--- src/core/stackop_pkg.sv ---
// Constants, types and helpers for the stack-frame instruction executor
package stackop_pkg;

   // Widths
   localparam int unsigned ADDR_W = 12;
   localparam int unsigned PC_W = 21;
   localparam int unsigned WORD_W = 16;

   // Opcode patterns and masks
   localparam logic [15:0] OPC_MOVE1 = 16'hEB80;
   localparam logic [15:0] MSK_MOVE1 = 16'hFF80;
   localparam logic [15:0] OPC_MOVE2 = 16'hF000;
   localparam logic [15:0] MSK_MOVE2 = 16'hF000;
   localparam logic [15:0] OPC_PUSH = 16'hFA00;
   localparam logic [15:0] MSK_PUSH = 16'hFF00;
   localparam logic [15:0] OPC_PSUB = 16'hE900;
   localparam logic [15:0] MSK_PSUB = 16'hFF00;

   // Field positions
   localparam int unsigned OFS_LSB = 0;
   localparam int unsigned OFS_MSB = 6;
   localparam int unsigned LIT_MSB = 7;
   localparam int unsigned K6_MSB = 5;
   localparam int unsigned SEL_LSB = 6;
   localparam int unsigned SEL_MSB = 7;

   // Pointer selects
   localparam logic [1:0] SEL_FRAME = 2'h2;
   localparam logic [1:0] SEL_RETURN = 2'h3;

   // Indirect-access register window of the data space
   localparam logic [11:0] IND_REG_LO = 12'hFEB;
   localparam logic [11:0] IND_REG_HI = 12'hFEF;

   // Value read back from an indirect register
   localparam logic [7:0] IND_READ_VAL = 8'h00;

   // Quarter phase codes
   localparam logic [1:0] PH_Q1 = 2'h0;
   localparam logic [1:0] PH_Q2 = 2'h1;
   localparam logic [1:0] PH_Q3 = 2'h2;
   localparam logic [1:0] PH_Q4 = 2'h3;

   // Reset values and the frame pointer step
   localparam logic [11:0] PTR_RST = 12'h000;
   localparam logic EXT_EN_RST = 1'b0;
   localparam logic [11:0] FP_STEP = 12'h001;

   // Operation being executed
   typedef enum logic [2:0] {
      OP_NONE = 3'b000,
      OP_MOVE = 3'b001,
      OP_PUSH = 3'b010,
      OP_PSUB = 3'b011,
      OP_SRET = 3'b100
   } op_t;

   // Instruction-cycle sequencing
   typedef enum logic [1:0] {
      ST_IDLE = 2'b00,
      ST_MOVE2 = 2'b01,
      ST_RETNOP = 2'b10
   } state_t;

   // Frame pointer plus 7-bit unsigned offset, wrapping in 4 KiB
   function automatic logic [11:0] offset_addr(input logic [11:0] base,
                                               input logic [6:0] ofs);
      offset_addr = base + {5'h00, ofs};
   endfunction

   // True for the indirect-access registers
   function automatic logic is_indirect(input logic [11:0] a);
      is_indirect = (a >= IND_REG_LO) && (a <= IND_REG_HI);
   endfunction

   // Opcode match under mask
   function automatic logic op_hit(input logic [15:0] w,
                                   input logic [15:0] opc,
                                   input logic [15:0] msk);
      op_hit = (w & msk) == opc;
   endfunction

endpackage

--- src/core/stack_op_exec.sv ---
// Executor for the indexed move, literal push and pointer subtracts
//
// Notes on behaviour
// (RULE1) The indexed move copies the source byte to the destination over two words and two cycles, reading in the first and writing in the second.
// (RULE2) Source and destination addresses are the frame pointer plus each word's 7-bit unsigned offset.
// (RULE3) Those addresses may land anywhere in the 4096-byte data space, wrapping at the top.
// (RULE4) Software never aims the move at the program counter low byte or a return-stack-top byte.
// (RULE5) A source address on an indirect-access register reads as zero.
// (RULE6) A destination address on an indirect-access register suppresses the write.
// (RULE7) The literal push writes its 8-bit literal at the frame pointer address in one cycle.
// (RULE8) After that store the push lowers the frame pointer by exactly one.
// (RULE9) The pointer subtract takes the 6-bit literal from pointer 0 to 2 and writes it back, flags untouched.
// (RULE10) Select value 3 decodes as the subtract-and-return form, which always acts on the frame pointer.
// (RULE11) Subtract-and-return takes two cycles: work in the first, a no-operation in the second.
// (RULE12) Subtract-and-return loads the program counter from the return-stack top and pops it.
// (RULE13) These instructions run only when the extended-set enable is set; it resets to off.
`timescale 1ns/100ps
module stack_op_exec
   import stackop_pkg::*;
(
   // Clock and reset
   input wire logic mclk,
   input wire logic rst,
   // Configuration
   input wire logic extended_set_enable,
   // Instruction stream from the decoder
   input wire logic [1:0] q_phase,
   input wire logic instr_valid,
   input wire logic [stackop_pkg::WORD_W-1:0] instr_word,
   output logic ext_claim,
   output logic retire_flush,
   // Data memory port
   output logic [stackop_pkg::ADDR_W-1:0] dmem_addr,
   output logic dmem_rd,
   input wire logic [7:0] dmem_rdata,
   output logic dmem_wr,
   output logic [7:0] dmem_wdata,
   // Return stack and program counter
   input wire logic [stackop_pkg::PC_W-1:0] return_stack_top,
   output logic stack_pop,
   output logic pc_load,
   output logic [stackop_pkg::PC_W-1:0] pc_load_value,
   // Pointer view
   output logic [stackop_pkg::ADDR_W-1:0] frame_pointer,
   output logic [stackop_pkg::ADDR_W-1:0] pointer0,
   output logic [stackop_pkg::ADDR_W-1:0] pointer1
);
   import stackop_pkg::*;

   logic ext_en_q;
   state_t state_q;
   op_t op_q;
   logic [7:0] lit_q;
   logic [1:0] sel_q;
   logic [7:0] rbyte_q;
   logic dst_ind_q;
   logic take;
   logic hit_move1;
   logic hit_move2;
   logic hit_push;
   logic hit_psub;
   logic q3_act;
   logic [11:0] sel_ptr;
   logic [11:0] dst_addr;
   logic ptr_we;
   logic [1:0] ptr_wsel;
   logic [11:0] ptr_wval;
   logic [11:0] addr_q;
   logic rd_q;
   logic wr_q;
   logic [7:0] wdata_q;
   logic pop_q;
   logic pcl_q;
   logic [20:0] pcv_q;
   logic flush_q;

   // Enable bit taken after reset release; off until then
   always_ff @(posedge mclk or posedge rst) begin
      if (rst) ext_en_q <= EXT_EN_RST; // RULE13
      else ext_en_q <= extended_set_enable; // RULE13
   end

   // Decode of a first or second word at Q1
   assign take = instr_valid && (q_phase == PH_Q1) && ext_en_q; // RULE13
   assign hit_move1 = op_hit(instr_word, OPC_MOVE1, MSK_MOVE1);
   assign hit_move2 = op_hit(instr_word, OPC_MOVE2, MSK_MOVE2);
   assign hit_push = op_hit(instr_word, OPC_PUSH, MSK_PUSH);
   assign hit_psub = op_hit(instr_word, OPC_PSUB, MSK_PSUB);

   // Claim tells the core that this block owns the current word; the
   // second move word is ours too, while the dead cycle after a return
   // is left unclaimed and covered by retire_flush instead
   always_comb begin
      ext_claim = 1'b0;
      if (take) begin
         if (state_q == ST_MOVE2) ext_claim = hit_move2;
         else if (state_q == ST_IDLE)
            ext_claim = hit_move1 || hit_push || hit_psub;
      end
   end

   // Operation capture at Q1
   always_ff @(posedge mclk or posedge rst) begin
      if (rst) begin
         op_q <= OP_NONE;
         lit_q <= 8'h00;
         sel_q <= 2'h0;
      end else if (q_phase == PH_Q1) begin
         op_q <= OP_NONE;
         if (take && state_q == ST_IDLE) begin
            lit_q <= instr_word[LIT_MSB:0];
            sel_q <= instr_word[SEL_MSB:SEL_LSB];
            if (hit_move1) op_q <= OP_MOVE;
            else if (hit_push) op_q <= OP_PUSH;
            else if (hit_psub &&
                     instr_word[SEL_MSB:SEL_LSB] == SEL_RETURN)
               op_q <= OP_SRET; // RULE10
            else if (hit_psub) op_q <= OP_PSUB;
         end else if (take && state_q == ST_MOVE2 && hit_move2) begin
            lit_q <= instr_word[LIT_MSB:0];
            op_q <= OP_MOVE;
         end
      end
   end

   // Sequencer across instruction cycles; a missing second move word
   // drops the move rather than stalling the core
   always_ff @(posedge mclk or posedge rst) begin
      if (rst) begin
         state_q <= ST_IDLE;
      end else if (q_phase == PH_Q1) begin
         unique case (state_q)
            ST_IDLE: begin
               if (take && hit_move1) state_q <= ST_MOVE2; // RULE1
               else if (take && hit_psub &&
                        instr_word[SEL_MSB:SEL_LSB] == SEL_RETURN)
                  state_q <= ST_RETNOP; // RULE11
            end
            ST_MOVE2: begin
               state_q <= ST_IDLE;
            end
            ST_RETNOP: begin
               state_q <= ST_IDLE;
            end
            default: begin
               state_q <= ST_IDLE;
            end
         endcase
      end
   end

   // Actions are issued at the Q3 edge so strobes stand during Q4
   assign q3_act = (q_phase == PH_Q3);
   assign sel_ptr = (sel_q == 2'h0) ? pointer0 :
                    (sel_q == 2'h1) ? pointer1 : frame_pointer;
   assign dst_addr = offset_addr(frame_pointer, lit_q[OFS_MSB:OFS_LSB]);

   // Pointer updates: push steps down, subtracts take the 6-bit literal
   always_comb begin
      ptr_we = 1'b0;
      ptr_wsel = SEL_FRAME;
      ptr_wval = frame_pointer;
      if (q3_act && op_q == OP_PUSH) begin
         ptr_we = 1'b1;
         ptr_wval = frame_pointer - FP_STEP; // RULE8
      end else if (q3_act && op_q == OP_PSUB) begin
         ptr_we = 1'b1;
         ptr_wsel = sel_q;
         ptr_wval = sel_ptr - {6'h00, lit_q[K6_MSB:0]}; // RULE9
      end else if (q3_act && op_q == OP_SRET) begin
         ptr_we = 1'b1;
         ptr_wval = frame_pointer - {6'h00, lit_q[K6_MSB:0]}; // RULE10
      end
   end

   pointer_bank u_ptrs (
      .mclk(mclk),
      .rst(rst),
      .wr_en(ptr_we),
      .wr_sel(ptr_wsel),
      .wr_val(ptr_wval),
      .ptr0(pointer0),
      .ptr1(pointer1),
      .ptr2(frame_pointer)
   );

   // Data memory strobes; one quarter long each
   always_ff @(posedge mclk or posedge rst) begin
      if (rst) begin
         addr_q <= 12'h000;
         rd_q <= 1'b0;
         wr_q <= 1'b0;
         wdata_q <= 8'h00;
         dst_ind_q <= 1'b0;
      end else begin
         rd_q <= 1'b0;
         wr_q <= 1'b0;
         if (q3_act && op_q == OP_MOVE && state_q == ST_MOVE2) begin
            addr_q <= dst_addr; // RULE2 RULE3
            rd_q <= 1'b1; // RULE1
            dst_ind_q <= 1'b0;
         end else if (q3_act && op_q == OP_MOVE) begin
            addr_q <= dst_addr; // RULE2
            wdata_q <= rbyte_q; // RULE1
            wr_q <= !is_indirect(dst_addr); // RULE6
            dst_ind_q <= is_indirect(dst_addr);
         end else if (q3_act && op_q == OP_PUSH) begin
            addr_q <= frame_pointer; // RULE7
            wdata_q <= lit_q; // RULE7
            wr_q <= 1'b1;
         end
      end
   end

   // Source byte caught while the read strobe stands; an indirect
   // source reads as zero without trusting the memory answer
   always_ff @(posedge mclk or posedge rst) begin
      if (rst) rbyte_q <= 8'h00;
      else if (rd_q && is_indirect(addr_q)) rbyte_q <= IND_READ_VAL; // RULE5
      else if (rd_q) rbyte_q <= dmem_rdata;
   end

   // Return: program counter from stack top, entry popped, then a
   // flushed cycle while the target instruction is fetched
   always_ff @(posedge mclk or posedge rst) begin
      if (rst) begin
         pop_q <= 1'b0;
         pcl_q <= 1'b0;
         pcv_q <= 21'h00_0000;
         flush_q <= 1'b0;
      end else begin
         pop_q <= q3_act && op_q == OP_SRET; // RULE12
         pcl_q <= q3_act && op_q == OP_SRET; // RULE12
         // Set wins over the clear if both fall on one edge
         if (q3_act && op_q == OP_SRET) begin
            pcv_q <= return_stack_top; // RULE12
            flush_q <= 1'b1; // RULE11
         end else if (q_phase == PH_Q4 && state_q == ST_IDLE) begin
            flush_q <= 1'b0;
         end
      end
   end

   assign dmem_addr = addr_q;
   assign dmem_rd = rd_q;
   assign dmem_wr = wr_q;
   assign dmem_wdata = wdata_q;
   assign stack_pop = pop_q;
   assign pc_load = pcl_q;
   assign pc_load_value = pcv_q;
   assign retire_flush = flush_q;

   // Checks
   logic st_move;
   logic st_push;
   logic st_psub;
   logic st_sret;
   assign st_move = take && state_q == ST_IDLE && hit_move1;
   assign st_push = take && state_q == ST_IDLE && hit_push;
   assign st_psub = take && state_q == ST_IDLE && hit_psub &&
                    instr_word[SEL_MSB:SEL_LSB] != SEL_RETURN;
   assign st_sret = take && state_q == ST_IDLE && hit_psub &&
                    instr_word[SEL_MSB:SEL_LSB] == SEL_RETURN;
endmodule

--- src/core/pointer_bank.sv ---
// Three 12-bit file-select pointer registers with one write port
`timescale 1ns/100ps
module pointer_bank
   import stackop_pkg::*;
(
   // Clock and reset
   input wire logic mclk,
   input wire logic rst,
   // Write port
   input wire logic wr_en,
   input wire logic [1:0] wr_sel,
   input wire logic [stackop_pkg::ADDR_W-1:0] wr_val,
   // Register contents
   output logic [stackop_pkg::ADDR_W-1:0] ptr0,
   output logic [stackop_pkg::ADDR_W-1:0] ptr1,
   output logic [stackop_pkg::ADDR_W-1:0] ptr2
);

   // Select 3 has no register of its own; it is mapped to the frame
   // pointer by the caller, so it is ignored here
   always_ff @(posedge mclk or posedge rst) begin
      if (rst) begin
         ptr0 <= PTR_RST;
         ptr1 <= PTR_RST;
         ptr2 <= PTR_RST;
      end else if (wr_en) begin
         if (wr_sel == 2'h0) ptr0 <= wr_val;
         if (wr_sel == 2'h1) ptr1 <= wr_val;
         if (wr_sel == SEL_FRAME) ptr2 <= wr_val;
      end
   end

endmodule

--- config.mk ---
export PLATFORM = sky130hd
export DESIGN_NAME = stack_op_exec
export DESIGN_NICKNAME = d
export VERILOG_FILES = /design/src/core/stackop_pkg.sv /design/src/core/stack_op_exec.sv /design/src/core/pointer_bank.sv
export SDC_FILE = /design/constraint.sdc
export NUM_CORES = 1
export LEC_CHECK = 0
export BUFFER_PORTS_ARGS = -buffer_cell sky130_fd_sc_hd__buf_2
export CAP_MARGIN = 25
export CORE_MARGIN = 2
export CORE_UTILIZATION = 44
export CTS_CLUSTER_SIZE = 30
export DETAILED_ROUTE_END_ITERATION = 12
export MAX_ROUTING_LAYER = met4
export PLACE_DENSITY = 0.73
export SLEW_MARGIN = 20
export SYNTH_ARGS = -nofsm -noshare
export SYNTH_HDL_FRONTEND = slang
export SYNTH_SLANG_ARGS = --single-unit
--- constraint.sdc ---
create_clock -name mclk -period 10 [get_ports mclk]
set_input_delay 1 -clock mclk [delete_from_list [all_inputs] [get_ports mclk]]
set_output_delay 1 -clock mclk [all_outputs]
set_load 0.02 [all_outputs]
==> results.cfg, run 1 <==
[yosys]
yosysTopAreaCell = dfrtp_1
syn-instance-count = 673
yosysMostFrequentCell = nand2_1
yosys_warnings = 0
synthArstFlopShare = 1.00
synth_top_area_frac = 0.430
synth_enable_flop_cells = 0
ys_ff_latch = 105
synth_area_sq_mm = 0.00611
synth_common_cells = 128 x nand2_1, 105 x dfrtp_1, 58 x o21ai_0
synth_nets = 747
ys_top_cells_by_area = dfrtp_1 43%, nand2_1 7.9%, mux2i_1 4.9%
synthFlopType = dfrtp_1
ys_seq_area_frac = 0.430
avgSynthCellArea_sq_um = 9.08
synthDistinctLibCells = 67

[timing]
worstMarginPinSlew_ns = 1.01
rsz0062_at_grt = no
fmax_ghz = 0.288
slew_headroom = 0.324
maxSlewViolCount = 0
hold_violations = 0
finClkSkew_ns = 0.00961
min_period_over_period = 0.347
setup_viol = 0
setup_tns_ns = 0
fin_crit_ns = 3.47

[clock_network]
cts_setup_buffers = 0
clk_pin_slew_ns = 0.07
insertion_delay_ns = 0.36
cts_root_buf = clkbuf_16
cts_buffer_depth = 2
cts.sinks = 105
ctsHoldBuffers = 0
cts_buffers = 9
htreeDepth = 3
cts_tree = built
cts_resized = 0

[detailed_routing]
viasPerCell = 5.59
first_pass_iters = 4
postRouteAntennaNets = 0
drc = 0
wire_per_inst_um = 16.3
drt_wl_total_um = 15800
drtIter0Drc = 304
vias = 5425

[placed_design]
dpl.hpwl_um = 11600
port_buffers = 133
place_congestion = 0.929

[floorplan]
rows = 43
die_area_sq_mm = 0.0148
initial_core_util = 0.445
io_pins = 134
die_width_um = 122
core-area_sq_mm = 0.0137
die_y_um = 122

[cells_and_area]
final_nets = 859
antenna_cells = 0
nFillCells = 1275
drive_above_1_share = 0.243
final_util = 0.524
area_delta_synth_final_pct = 17.7

[critical_path]
crit_required_ns = 10.21
path_max_fanout = 19
crit_slowest_cell = dfrtp_1
rr_endpoint = u_ptrs.ptr2[10]
end_kind = register
r2r_slack_ns = 6.53
worstRegToRegCells = 11
startpoint_type = register
crit_arrival_ns = 3.68
cp_cell_sequence = mux2i_1 > nor2_1 > a21oi_1 > ha_1 > inv_1 > fa_1 > a21o_1 > o2bb2ai_1 > o311a_1 > nor3_1 > a211oi_1
crit_type = reg2reg
cp.depth = 11
max_stage_delay_ns = 0.93
crit_buf_inv = 1
critPathTopFamily = compound AO/OA/AOI/OAI gates
startpoint = sel_q[0]
rr_startpoint = sel_q[0]
cp-endpoint = u_ptrs.ptr2[10]

[global_route]
gr-total-overflow = 0
grt_first_pass_wirelength_um = 25800
grt_pass1_vias = 5083
antenna_found_initial = 0
grtUsageTotal = 0.228
grt_max_degree = 56

[power_and_ir_drop]
power.density_mw_per_mm2 = 135
ir_drop_uv = 75.3
finalPower_uw = 974
leakagePower_nw = 3.70

[status]
run_status = complete, no violations

[min_path]
hp-class = reg2reg

[job]
cap_viol_max_count = 0
==> worst min-delay path, cell delays in order, from the launching register on <==
cell and delay, ns:
dfrtp_1 0.34, nand2_1 0.05, nand2_1 0.05
==> power breakdown <==
part           internal, mW  switching (mW)  total, mW
Combinational        0.0625          0.0777      0.140
Sequential            0.438          0.0305      0.469
Clock                 0.197           0.169      0.365
==> how the worst min path moves through the flow <==
stage	slack, ns	end	startpoint	depth (start not counted)
3_3_place_gp	0.45	pc_load_value[18]	pc_load_value[18]	2
4_1_cts	0.48	dmem_wdata[0]	dmem_wdata[0]	2
5_1_grt	0.50	pc_load_value[8]	pc_load_value[8]	2
6_report	0.48	pc_load_value[11]	pc_load_value[11]	2
2_1_floorplan	0.48	lit_q[7]	lit_q[7]	1
3_5_place_dp	0.46	pc_load_value[20]	pc_load_value[20]	2
==> metal layers <==
layer  vias to the layer above  wire length (um)  global-route usage
met3                        25               975              0.0356
met5                         -                 0                   -
li1                       2624                 -                   -
met2                       190              7510               0.353
met4                         0               269              0.0740
met1                      2586              7020               0.307
==> cell type report <==
cell class,instances,area (sq um),area share
clock buffer,9,225,0.0313
clock inverter,7,76.3,0.0106
inverter,23,88.8,0.0124
multi-input combinational,507,3230,0.450
sequential,105,2630,0.365
tap,180,225,0.0313
timing repair buffer,139,716,0.0995
==> kinds of logic (layout without fill, tap and decap cells) <==
logic type / Yosys count / in the layout / share of synthesized area
simple gates: 254 / 254 / 0.196
compound gates: 162 / 162 / 0.169
buf+inv: 61 / 178 / 0.0414
flops: 105 / 105 / 0.430
xor+xnor: 15 / 15 / 0.0215
mux: 53 / 53 / 0.0916
fa+ha+maj: 23 / 23 / 0.0508
==> cell usage in the layout (no fill, tap or decap), types with 8 or more instances in the layout <==
cell type,count
a21oi_1,34
buf_2,133
clkbuf_16,9
dfrtp_1,105
ha_1,20
inv_1,21
mux2_2,23
mux2i_1,30
nand2_1,128
nand3_1,19
nor2_1,36
nor3_1,10
o21ai_0,58
xor2_1,8
==> state kept, by name, indices dropped and copies added, names as in the netlist <==
register	count
retire_flush	1
op_q	3
u_ptrs.ptr1	12
dmem_wr	1
pc_load_value	21
sel_q	2
state_q	2
lit_q	8
u_ptrs.ptr2	12
rbyte_q	8
u_ptrs.ptr0	12
dmem_rd	1
dmem_wdata	8
pc_load	1
ext_en_q	1
dmem_addr	12
==> through the flow <==
step	instances	setup WS [ns]	hold slack, ns	instance area, sq um
floorplan	673	6.24	0.479	6110
global placement	953	6.30	0.453	6870
detailed placement	953	6.28	0.459	6870
CTS	969	6.53	0.481	7170
global route	970	6.27	0.498	7190
finish	970	6.53	0.477	7190
Note: power is estimated with default switching activity, not from simulation.
==> inputs of run 2 (changes only) <==
==> constraint.sdc (replaced) <==
create_clock -name mclk -period 3.2 [get_ports mclk]
set_input_delay 0.32 -clock mclk [delete_from_list [all_inputs] [get_ports mclk]]
set_output_delay 0.32 -clock mclk [all_outputs]
set_load 0.02 [all_outputs]
==> run 2 against run 1 <==
Setup slack got worse by 6.1 ns. First-iteration DRC count increased by 13%. Clock power increased to 3.0 times the previous value. Die area unchanged. Critical endpoint unchanged. Non-clock buffer count increased by 11. Sequential power increased to 3.0 times the previous value. Utilization increased by 0.60 points. Global-route usage decreased by 0.12 points. Largest power group unchanged. Largest cell class unchanged. Sequential share of layout area decreased by 0.41 points.
==> results.cfg, run 2 (synthesis gave the netlist of run 1 again) <==
[clock_network]
cts.sinks = 105
cts_tree = built
htreeDepth = 3
cts_root_buf = clkbuf_16
ctsHoldBuffers = 0
cts_buffer_depth = 2
cts_setup_buffers = 0
insertion_delay_ns = 0.36
clk_pin_slew_ns = 0.08
cts_resized = 0
cts_buffers = 9

[timing]
hold_violations = 0
fin_crit_ns = 2.78
rsz0062_at_grt = no
setup_tns_ns = 0
worstMarginPinSlew_ns = 0.741
min_period_over_period = 0.867
finClkSkew_ns = 0.00905
slew_headroom = 0.505
maxSlewViolCount = 0
fmax_ghz = 0.360
setup_viol = 0

[cells_and_area]
area_delta_synth_final_pct = 19.1
final-instance-count-excl-fill = 981
antenna_cells = 0
final_cell_mix = 133 x buf_2, 128 x nand2_1, 105 x dfrtp_1
final_util = 0.530
largest_reg_flops = 21
final_nets = 870
layout_commonest_cell = buf_2
drive_above_1_share = 0.253
finish.instance_area_sq_mm = 0.00727

[power_and_ir_drop]
ir_drop_uv = 299
finalPower_mw = 3.01
power.density_mw_per_mm2 = 414
leakagePower_nw = 3.76

[floorplan]
io_pins = 134
initial_core_util = 0.445
die_y_um = 122
core-area_sq_mm = 0.0137
die_area_sq_mm = 0.0148
rows = 43
die_width_um = 122

[critical_path]
worstRegToRegCells = 10
startpoint_type = register
r2r_slack_ns = 0.42
crit_required_ns = 3.41
cp-endpoint = u_ptrs.ptr2[10]
startpoint = sel_q[0]
crit_arrival_ns = 2.99
path_max_fanout = 17
rr_endpoint = u_ptrs.ptr2[10]
crit_type = reg2reg
rr_startpoint = sel_q[0]
end_kind = register

[placed_design]
place_congestion = 0.926
dpl.hpwl_um = 11800
dpl-instance-area_sq_mm = 0.00698
port_buffers = 133
dpl.cell_count = 965

[detailed_routing]
viasPerCell = 5.52
vias = 5414
postRouteAntennaNets = 0
drt_wl_total_um = 15700
first_pass_iters = 5
drc = 0
drtIter0Drc = 342
wire_per_inst_um = 16.0

[job]
cap_viol_max_count = 0

[global_route]
gr-total-overflow = 0
grt_pass1_vias = 5184
antenna_found_initial = 0
grt_first_pass_wirelength_um = 25700
grt_max_degree = 54
grtUsageTotal = 0.226

[min_path]
hp-class = in2async

[status]
run_status = complete, no violations
## run 2: cell count changes in the layout (fill, tap and decap cells not counted), sizes merged
| cell | delta |
|---|---|
| bufinv | -1 |
| dlymetal6s2s | -1 |
| buf | +12 |
| clkinvlp | -2 |
| clkinv | +3 |
## run 2: cell type report
type,count,area (sq um)
Fill cell,1283,6440
Multi-Input combinational cell,507,3230
Tap cell,180,225
Inverter,23,88.8
Clock inverter,7,73.8
Timing Repair Buffer,150,806
Clock buffer,9,225
Sequential cell,105,2630
## run 2: routing by layer
metal / part of all wire / track usage / wire length [um] / vias to the layer above
met5: 0 / - / 0 / -
met4: 0.017 / 0.0647 / 264 / 0
met2: 0.48 / 0.369 / 7550 / 161
met1: 0.45 / 0.295 / 7000 / 2585
li1: - / - / - / 2644
met3: 0.057 / 0.0351 / 893 / 24
## run 2: worst min path at each step
stage / start / to
global placement: extended_set_enable / ext_en_q
CTS: extended_set_enable / ext_en_q
finish: rst / pc_load_value[6]
detailed placement: extended_set_enable / ext_en_q
floorplan: extended_set_enable / ext_en_q
global route: extended_set_enable / ext_en_q
## run 2: worst max-delay path, stage by stage (launching register included)
cell and delay (ns):
dfrtp_1 0.40, buf_4 0.27, mux2i_1 0.21, o21ai_0 0.11, ha_1 0.21, inv_1 0.06
o211ai_1 0.16, or3_1 0.45, o311a_1 0.35, nor3_1 0.29, a211oi_1 0.13
## run 2: where the power goes
part	internal, mW	total [mW]	leakage (nW)	switching, mW
sequential	1.37	1.43	1.44	0.0581
clock	0.553	1.11	0.147	0.552
combinational	0.202	0.476	2.18	0.274
total	2.13	3.01	3.76	0.884
## run 2: through the flow
step                setup slack (ns)  hold WS [ns]
CTS                            0.423        0.0597
detailed placement             0.438         0.431
global route                   0.204        0.0560
finish                         0.425        0.0614
floorplan                      0.116         0.351
global placement               0.505         0.428
==> inputs of run 3 (changes only) <==
--- a/config.mk
+++ b/config.mk
@@ -6,13 +6,13 @@
 export NUM_CORES = 1
 export LEC_CHECK = 0
 export BUFFER_PORTS_ARGS = -buffer_cell sky130_fd_sc_hd__buf_2
-export CAP_MARGIN = 25
 export CORE_MARGIN = 2
 export CORE_UTILIZATION = 44
 export CTS_CLUSTER_SIZE = 30
 export DETAILED_ROUTE_END_ITERATION = 12
 export MAX_ROUTING_LAYER = met4
 export PLACE_DENSITY = 0.73
+export REMOVE_ABC_BUFFERS = 1
 export SLEW_MARGIN = 20
 export SYNTH_ARGS = -nofsm -noshare
 export SYNTH_HDL_FRONTEND = slang
==> run 3 against run 2 <==
Count of clock-buffer cells in the layout did not move. Critical endpoint unchanged. Global-route usage barely moved. Hold slack got worse by 0.00091 ns. Largest power group unchanged. Via count rose by 1.8%. Register-to-register slack got worse by 0.03 ns. Maximum frequency fell by 1.1%. Critical path depth did not move. Final cell count rose by 0.31%. Clock power fell by 4%. Sequential power barely moved. Critical path type unchanged. Non-clock buffer count rose by 3. Largest cell class unchanged.
==> results.cfg, run 3 (synthesis gave the netlist of run 1 again) <==
[cells_and_area]
area_delta_synth_final_pct = 19.2
final_util = 0.531
layout_commonest_cell = buf_2
finish.instance_area_sq_mm = 0.00728
final_cell_mix = 133 x buf_2, 128 x nand2_1, 105 x dfrtp_1
largest_reg_flops = 21
drive_above_1_share = 0.257
final_nets = 873
antenna_cells = 0

[timing]
slew_headroom = 0.482
min_period_over_period = 0.877
maxSlewViolCount = 0
rsz0062_at_grt = no
finClkSkew_ns = 0.0105
setup_tns_ns = 0
fin_crit_ns = 2.81
fmax_ghz = 0.356
worstMarginPinSlew_ns = 0.774
setup_viol = 0
hold_violations = 0

[critical_path]
crit_type = reg2reg
crit_required_ns = 3.40
startpoint_type = register
end_kind = register
worstRegToRegCells = 10
crit_arrival_ns = 3.01
path_max_fanout = 18

[detailed_routing]
viasPerCell = 5.60
drt-met1-wl_um = 7070
drc = 0
wl_met2_um = 7460
drtIter0Drc = 316
first_pass_iters = 5
wire_per_inst_um = 16.0
postRouteAntennaNets = 0
vias = 5512
wl_met3_um = 913
top_layer_used = met4
drt_wl_total_um = 15800

[floorplan]
die_width_um = 122
rows = 43
io_pins = 134
core-area_sq_mm = 0.0137
initial_core_util = 0.445
die_y_um = 122
die_area_sq_mm = 0.0148

[job]
cap_viol_max_count = 0

[placed_design]
place_congestion = 0.940
dpl-instance-area_sq_mm = 0.00699
dpl.hpwl_um = 12100
port_buffers = 133

[global_route]
gr-total-overflow = 0
grtUsageTotal = 0.226
grt_max_degree = 54
grt_pass1_vias = 5060
grt_first_pass_wirelength_um = 25400
antenna_found_initial = 0

[clock_network]
clk_pin_slew_ns = 0.07
cts_buffers = 9
htreeDepth = 3
ctsHoldBuffers = 0
cts_tree = built
insertion_delay_ns = 0.36
cts_root_buf = clkbuf_16
cts.sinks = 105
cts_resized = 0
cts_buffer_depth = 2
cts_setup_buffers = 0

[power_and_ir_drop]
seq_power_share = 0.480
clkPwrFrac = 0.358
internal-power_mw = 2.12
p_sw_uw = 855
ir_drop_uv = 208
power.density_mw_per_mm2 = 409
netSwitchingFraction = 0.288
combPwrFrac = 0.161
finalPower_mw = 2.97
leakagePower_nw = 3.76

[min_path]
hp-class = in2reg
worstHoldPathCells = 1

[status]
run_status = complete, no violations
[run 3: area by class of cell]
type / count / area (sq um)
fill: 1288 / 6440
multi-input combinational: 507 / 3230
sequential: 105 / 2630
timing repair buffer: 153 / 816
clock buffer: 9 / 225
tap: 180 / 225
inverter: 23 / 88.8
clock inverter: 7 / 62.6
[run 3: metrics by stage]
step	setup slack, ns	cells	hold WS, ns
2_1_floorplan	0.119	635	0.351
3_3_place_gp	0.545	968	0.429
3_5_place_dp	0.467	968	0.430
4_1_cts	0.452	984	0.0523
5_1_grt	0.132	984	0.0559
6_report	0.394	984	0.0604
[run 3: metal layers]
layer,up-vias,track usage
met4,0,0.0797
met3,28,0.0351
met2,165,0.359
met5,-,-
li1,2665,-
met1,2654,0.296
[run 3: power groups by stage]
stage	clock, mW	combinational [mW]	sequential (mW)
global placement	0	0.475	1.45
CTS	1.09	0.481	1.43
detailed placement	0	0.479	1.46
global route	1.14	0.539	1.44
floorplan	0	0.295	1.48
finish	1.07	0.480	1.43
[run 3: critical path, cell delays in order (launching register included)]
cell	delay, ns
dfrtp_1	0.53
buf_4	0.26
nand2_1	0.08
o21ai_0	0.08
ha_1	0.21
inv_1	0.05
o211ai_1	0.17
or3_1	0.46
o311a_1	0.34
nor3_1	0.33
a211oi_1	0.14
[run 3: worst paths after layout]
path	from	slack, ns	endpoint
max	sel_q[1]	0.39	u_ptrs.ptr2[10]
min	extended_set_enable	0.06	ext_en_q
max reg2reg	sel_q[1]	0.39	u_ptrs.ptr2[10]
min reg2reg	pc_load_value[13]	0.47	pc_load_value[13]
max in group asynchronous	rst	2.39	u_ptrs.ptr1[6]
min in group asynchronous	rst	0.07	pc_load_value[19]
